**config.mk**
```make
export PLATFORM = sky130hd
export DESIGN_NAME = deep_sleep_gating_and_soft_reset
export DESIGN_NICKNAME = d
export VERILOG_FILES = /design/src/core/sysctl_pkg.sv /design/src/core/deep_sleep_gating_and_soft_reset.sv
export SDC_FILE = /design/constraint.sdc
export NUM_CORES = 1
export LEC_CHECK = 0
export BUFFER_PORTS_ARGS = -buffer_cell sky130_fd_sc_hd__clkbuf_2
export CAP_MARGIN = 30
export CORE_MARGIN = 1
export CORE_UTILIZATION = 35
export DETAILED_ROUTE_END_ITERATION = 16
export PLACE_DENSITY = 0.71
export SYNTH_ARGS = -nofsm -noshare
export SYNTH_HDL_FRONTEND = slang
export SYNTH_SLANG_ARGS = --single-unit
```
**constraint.sdc**
```tcl
create_clock -name mclk_in -period 2.4 [get_ports mclk_in]
set_input_delay 0.24 -clock mclk_in [delete_from_list [all_inputs] [get_ports mclk_in]]
set_output_delay 0.24 -clock mclk_in [all_outputs]
set_load 0.01 [all_outputs]
```
**src/core/sysctl_pkg.sv**
```systemverilog
package sysctl_pkg;

  // ----------------------------------------------------------------
  // register map
  // ----------------------------------------------------------------
  localparam logic [11:0] soft_reset_ctrl_zero_off = 12'h040;
  localparam logic [11:0] run_gating_off = 12'h100;
  localparam logic [11:0] sleep_gating_off = 12'h118;
  localparam logic [11:0] deep_sleep_gating_off = 12'h128;
  localparam logic [11:0] power_ctrl_off = 12'h200;
  localparam logic [11:0] fault_status_off = 12'h204;

  // ----------------------------------------------------------------
  // fields and reset values
  // ----------------------------------------------------------------
  localparam int port_count = 5;
  localparam logic [4:0] gating_mask = 5'h1f;
  localparam logic [31:0] gating_reset = 32'h00000000;
  localparam int pwm_reset_pos = 20;
  localparam int adc_reset_pos = 16;
  localparam int watchdog_reset_bit = 3;
  localparam logic [31:0] soft_reset_writable = 32'h00110008;
  localparam logic [31:0] soft_reset_reset = 32'h00000000;
  localparam int auto_clock_gate_select = 0;
  localparam int power_state_lsb = 1;

  typedef enum logic [1:0] {
    pwr_run = 2'b00,
    pwr_sleep = 2'b01,
    pwr_deep = 2'b10
  } power_state_e;

  typedef struct packed {
    logic [11:0] addr;
    logic [31:0] wdata;
    logic wr;
    logic rd;
  } reg_req_s;

  typedef struct packed {
    logic [4:0] run_gate;
    logic [4:0] sleep_gate;
    logic [4:0] deep_gate;
    logic [31:0] soft_reset;
    logic auto_gate;
    logic [31:0] rdata;
    logic [4:0] port_clk_en;
    logic [4:0] port_fault;
    logic [4:0] fault_sticky;
    logic pwm_rst;
    logic adc_rst;
    logic wdt_rst;
  } sysctl_state_s;

endpackage

```
**src/core/deep_sleep_gating_and_soft_reset.sv**
```systemverilog
// Function
// - set gating bit clocks its port
// - access to gated port faults
// - gating bits reset to zero
// - separate run, sleep, deep-sleep registers
// - low-power registers apply only with auto-gate
// - deep-sleep bits 4:0 enable ports E..A
// - unimplemented bits read zero
// - soft reset writes masked by capabilities
// - bit 20 resets pwm unit
// - bit 16 resets converter zero
// - bit 3 resets watchdog, rest zero
// - soft reset register at 0x040, zero reset
// - deep-sleep register at 0x128, zero reset
// - run register, same layout, while running
//
// The plain strobed port was chosen for this implementation.
`timescale 1ns/1ps
module deep_sleep_gating_and_soft_reset
  import sysctl_pkg::*;
(
  input wire logic mclk_in,
  input wire logic rst_n_in,
  input wire logic [11:0] addr_in,
  input wire logic [31:0] wdata_in,
  input wire logic wr_in,
  input wire logic rd_in,
  input wire logic [31:0] capability_mask_one_in,
  input wire logic [1:0] power_state_in,
  input wire logic [4:0] port_access_in,
  output logic [31:0] rdata_out,
  output logic [4:0] port_clk_en_out,
  output logic [4:0] port_fault_out,
  output logic pwm_rst_out,
  output logic adc_rst_out,
  output logic wdt_rst_out
);

  // ----------------------------------------------------------------
  // state
  // ----------------------------------------------------------------
  sysctl_state_s cur;
  sysctl_state_s nxt;
  reg_req_s req;
  power_state_e pstate;
  logic [4:0] active_gate;

  assign req = '{addr: addr_in, wdata: wdata_in, wr: wr_in, rd: rd_in};
  assign pstate = power_state_e'(power_state_in);

  // ----------------------------------------------------------------
  // gating selection
  // ----------------------------------------------------------------
  // without auto-gate, low-power states keep the run enables
  always_comb begin
    case (pstate)
      pwr_run: active_gate = cur.run_gate;
      pwr_sleep: active_gate = cur.auto_gate ? cur.sleep_gate : cur.run_gate;
      pwr_deep: active_gate = cur.auto_gate ? cur.deep_gate : cur.run_gate;
      default: active_gate = cur.run_gate;
    endcase
  end

  // ----------------------------------------------------------------
  // next state
  // ----------------------------------------------------------------
  always_comb begin
    nxt = cur;
    nxt.rdata = 32'h00000000;
    if (req.wr) begin
      case (req.addr)
        run_gating_off: nxt.run_gate = req.wdata[4:0] & gating_mask;
        sleep_gating_off: nxt.sleep_gate = req.wdata[4:0] & gating_mask;
        deep_sleep_gating_off: nxt.deep_gate = req.wdata[4:0] & gating_mask;
        // writes only land on bits that exist and are present
        soft_reset_ctrl_zero_off: nxt.soft_reset = req.wdata & soft_reset_writable
                                                   & capability_mask_one_in;
        power_ctrl_off: nxt.auto_gate = req.wdata[auto_clock_gate_select];
        default: ;
      endcase
    end
    if (req.rd) begin
      case (req.addr)
        run_gating_off: nxt.rdata = {27'h0000000, cur.run_gate};
        sleep_gating_off: nxt.rdata = {27'h0000000, cur.sleep_gate};
        deep_sleep_gating_off: nxt.rdata = {27'h0000000, cur.deep_gate};
        soft_reset_ctrl_zero_off: nxt.rdata = cur.soft_reset;
        power_ctrl_off: nxt.rdata = {29'h00000000, power_state_in, cur.auto_gate};
        fault_status_off: nxt.rdata = {27'h0000000, cur.fault_sticky};
        default: nxt.rdata = 32'h00000000;
      endcase
    end
    nxt.port_clk_en = active_gate;
    nxt.port_fault = port_access_in & ~active_gate;
    // a new fault wins over the clear in the same cycle
    if (req.wr && req.addr == fault_status_off) begin
      nxt.fault_sticky = cur.fault_sticky & ~req.wdata[4:0];
    end
    nxt.fault_sticky = nxt.fault_sticky | (port_access_in & ~active_gate);
    nxt.pwm_rst = cur.soft_reset[pwm_reset_pos];
    nxt.adc_rst = cur.soft_reset[adc_reset_pos];
    nxt.wdt_rst = cur.soft_reset[watchdog_reset_bit];
  end

  // ----------------------------------------------------------------
  // registers
  // ----------------------------------------------------------------
  always_ff @(posedge mclk_in or negedge rst_n_in) begin
    if (!rst_n_in) begin
      cur <= '0;
    end else begin
      cur <= nxt;
    end
  end

  assign rdata_out = cur.rdata;
  assign port_clk_en_out = cur.port_clk_en;
  assign port_fault_out = cur.port_fault;
  assign pwm_rst_out = cur.pwm_rst;
  assign adc_rst_out = cur.adc_rst;
  assign wdt_rst_out = cur.wdt_rst;

endmodule

```
==> impl_results.md <==
* Standard cell with the maximum stage delay on the critical path: sky130_fd_sc_hd__or4_4
* Fraction of final layout cells with drive strength greater than 1 at 31.7%
* Maximum vdd drop at between 0.15 and 0.2 mV
* Setup repair after global routing missed its margin: false
* Mean area per synthesized cell at 11.0 um^2
* Die area at 0.00727 mm^2
* Cell Rows at 29
* Die boundary width at 85.2 um
* Sum Neg Setup Slack at 0 ps
* Number of inserted diodes at 0
* Register bit count reported by yosys at 44
* Critical-path cell list: clkbuf_2 > or4_4 > nor3_4 > and3_1 > mux2_4
* Detail Route Antenna Nets at 0
* Startpoint of the most critical register-to-register path: cur[50]$_DFFE_PN0P_
* Slew @ Worst Pin at 591 ps
* Library cell used as clock root buffer: sky130_fd_sc_hd__clkbuf_8
* Average detailed-routed wire length per instance at between 15 and 20 um
* Latest clock arrival within the worst-skew pair at around 300 ps
* Clock tree from TritonCTS: done
* Setup Crit Path Kind: in2reg
* Fraction of the cycle the final worst path needs at 79.6%
* Worst hold margin at 2.00 ps
* Starting DRT DRC Count at 90
* Routed via count divided by cell count at a little over 5
* Final-report max-slew violation count at 0
* # IOs at 132
* Number of buffers inserted by hold repair at cts at 0
* Final HPWL from detailed placement at 3.91 mm
* Critical Path Sink Type: register
* Leading register cell type out of synthesis: sky130_fd_sc_hd__dfrtp_1
* Wire length of the first global-routing pass at 8.69 mm
* H-tree Lvls at 2
* Outcome: complete, no violations
* Pwr dens at 513 mW/mm^2
* Number of nets in the layout at 350
* Kind of cell with the highest combined delay on the critical path: simple AND/OR/NAND/NOR gates
* Number of detailed-route iterations in the first pass at 4
* Maximum clock skew at final layout at 3.57 ps
* Share of flip-flops with an asynchronous set or reset at 100%
* Syn Inst Count at 221
* Sequential element share of the synthesized area at 45.4%
* Number of gates given a new drive strength after cts at 0
* Sink Count at 44
* Via count of the first global-routing pass at about 1800
* Pin count of the biggest net entering global routing at 45
* CP Data Required Time at about 2600 ps
* Largest area contributor in the synthesized netlist: sky130_fd_sc_hd__dfrtp_1
* Last weighted congestion value of the routability-driven placer at 0.847
* Clock slew at reported path FFs at 90 ps
* Total setup buffers inserted after CTS at 0
* Cell leakage power at 1.27 nW
* Biggest fanout along the worst timing path at 7
* Synthesis-to-layout area growth at 9.03%
* Vertical die dimension at 85.2 um
* Top post-synthesis cells by area: sky130_fd_sc_hd__dfrtp_1, sky130_fd_sc_hd__buf_4, sky130_fd_sc_hd__mux2_4
* Maximum buffer depth of the clock tree at 2
* Max-slew headroom at the worst pin at about three fifths
* Kind of path behind the tightest hold check: in2async
* Final routed DRC violation total at 0
* Setup violations, final at 0
* List of most frequent post-synthesis cells: sky130_fd_sc_hd__dfrtp_1, sky130_fd_sc_hd__buf_4, sky130_fd_sc_hd__inv_1, sky130_fd_sc_hd__nor2_1
* Number of buffers inserted during clock tree synthesis at 5
* Peak clock frequency supported by timing at 524 MHz
* Cell area after technology mapping at 0.00242 mm^2
* Total detailed-routing wirelength at 5.26 mm
* Hold Fails Final Rpt at 0
* Top cell type's share of synthesized area at between 40% and 50%
* Leading cell type by number of instances after synthesis: sky130_fd_sc_hd__dfrtp_1
* Max-cap check violation count at 0
* PortBufs at 52
* Number of flops mapped to enable cells by yosys at 0
* Vias at 1718
* Initial antenna violation count at 0
* Synth Warn # at 0
* Area of the placeable core at 0.00653 mm^2
* Arrival @ worst endpoint at 2100 ps
* Setup crit start: addr_in[9]
* Initial core utilization at 37.1%
* All-Layer GR Usage at 15.7%
* Kind of start point of the critical path: input pin
* Distinct cells, synth at 37
* Final worst path period need at 1910 ps
* Grt total ovfl at 0
* CP Buf/Inv Count at 1
* Biggest cell delay along the critical path at 580 ps
metrics by stage:
step	cell area, um^2	power (mW)	cells	worst slack (ps)	utilization (%)
floorplan	2510	0.857	245	595	-
global placement	2550	0.893	331	229	39.1
detailed placement	2550	0.897	331	188	39.1
CTS	2640	1.37	339	500	40.5
global route	2640	1.42	339	443	40.5
finish	2640	1.36	339	490	40.5
cells by family (layout without fill, tap and decap cells):
logic type	count (synthesis)	count (layout)	share of synthesized area (%)
AO/OA/AOI/OAI	38	38	12.0
multiplexers	19	19	10.2
flip-flops	44	44	45.4
buffers and inverters	59	76	16.4
AND/OR/NAND/NOR	58	58	14.8
adder cells (fa/ha/maj)	2	2	1.03
other	1	25	0.155
report_power, final:
group          leakage [nW]  switching [mW]  internal (mW)
Sequential            0.546         0.00248          0.747
Clock                0.0445           0.269          0.207
Combinational         0.678          0.0891         0.0428
Total                  1.27           0.361          0.996
state kept, by name, summed over array words and instances, names as in the netlist:
| name | cells |
|---|---|
| adc_rst_out | 1 |
| wdt_rst_out | 1 |
| pwm_rst_out | 1 |
| cur | 24 |
| port_clk_en_out | 5 |
| rdata_out | 7 |
| port_fault_out | 5 |
layout by cell type (no fill, tap or decap), types with 2 or more instances in the layout:
cell type                   synthesis  final
sky130_fd_sc_hd__clkbuf_2           0     52
sky130_fd_sc_hd__dfrtp_1           44     44
sky130_fd_sc_hd__conb_1             1     25
sky130_fd_sc_hd__inv_1             11     11
sky130_fd_sc_hd__nor2_1            11     11
sky130_fd_sc_hd__a22oi_1           10     10
sky130_fd_sc_hd__o2bb2ai_1         10     10
sky130_fd_sc_hd__mux2_4            10     10
sky130_fd_sc_hd__and3_1             7      7
sky130_fd_sc_hd__nand2b_1           5      5
sky130_fd_sc_hd__o21ai_0            5      5
sky130_fd_sc_hd__nand2_1            5      5
sky130_fd_sc_hd__nand4_1            5      5
sky130_fd_sc_hd__mux2_2             5      5
sky130_fd_sc_hd__clkbuf_8           0      5
sky130_fd_sc_hd__buf_4             42      5
sky130_fd_sc_hd__nand3b_1           4      4
sky130_fd_sc_hd__a22o_1             4      4
sky130_fd_sc_hd__nor4_1             4      4
sky130_fd_sc_hd__or3_1              3      3
sky130_fd_sc_hd__nand3_1            3      3
sky130_fd_sc_hd__nor3_1             3      3
sky130_fd_sc_hd__nor2b_1            3      3
sky130_fd_sc_hd__a32oi_1            3      3
sky130_fd_sc_hd__mux2i_1            3      3
sky130_fd_sc_hd__a211oi_1           2      2
sky130_fd_sc_hd__o211ai_1           2      2
sky130_fd_sc_hd__ha_1               2      2
final timing paths:
path	to	slack, ps	depth (start not counted)
worst min register to register	adc_rst_out$_DFF_PN0_	380	0
min in group mclk_in	port_fault_out[2]$_DFF_PN0_	150	3
worst max-delay path	cur[84]$_DFFE_PN0P_	490	5
worst max register to register	cur[7]$_DFF_PN0_	1050	3
worst min-delay path	port_clk_en_out[2]$_DFF_PN0_	2	2
max in group asynchronous	port_fault_out[3]$_DFF_PN0_	2020	2
cell type report:
type                       instances  area (um^2)
fill                             634         3890
sequential                        44         1100
tap                               77         96.3
multi-input combinational        142         1020
clock inverter                     3         21.3
clock buffer                       5         68.8
timing repair buffer              57          298
inverter                          11         41.3
worst register-to-register path, stage by stage (launching register included):
cell and delay (ps):
sky130_fd_sc_hd__dfrtp_1 410, sky130_fd_sc_hd__o21bai_1 450, sky130_fd_sc_hd__o2bb2ai_1 260, sky130_fd_sc_hd__o2bb2ai_1 120
routing by layer:
metal	vias to the layer above	wire length [um]	track usage (%)
li1	806	-	-
met1	804	2200	20.3
met3	8	444	3.31
met2	100	2550	26.4
met5	-	0	0
met4	0	55	4.62
Power figures use the tool's default switching activity.
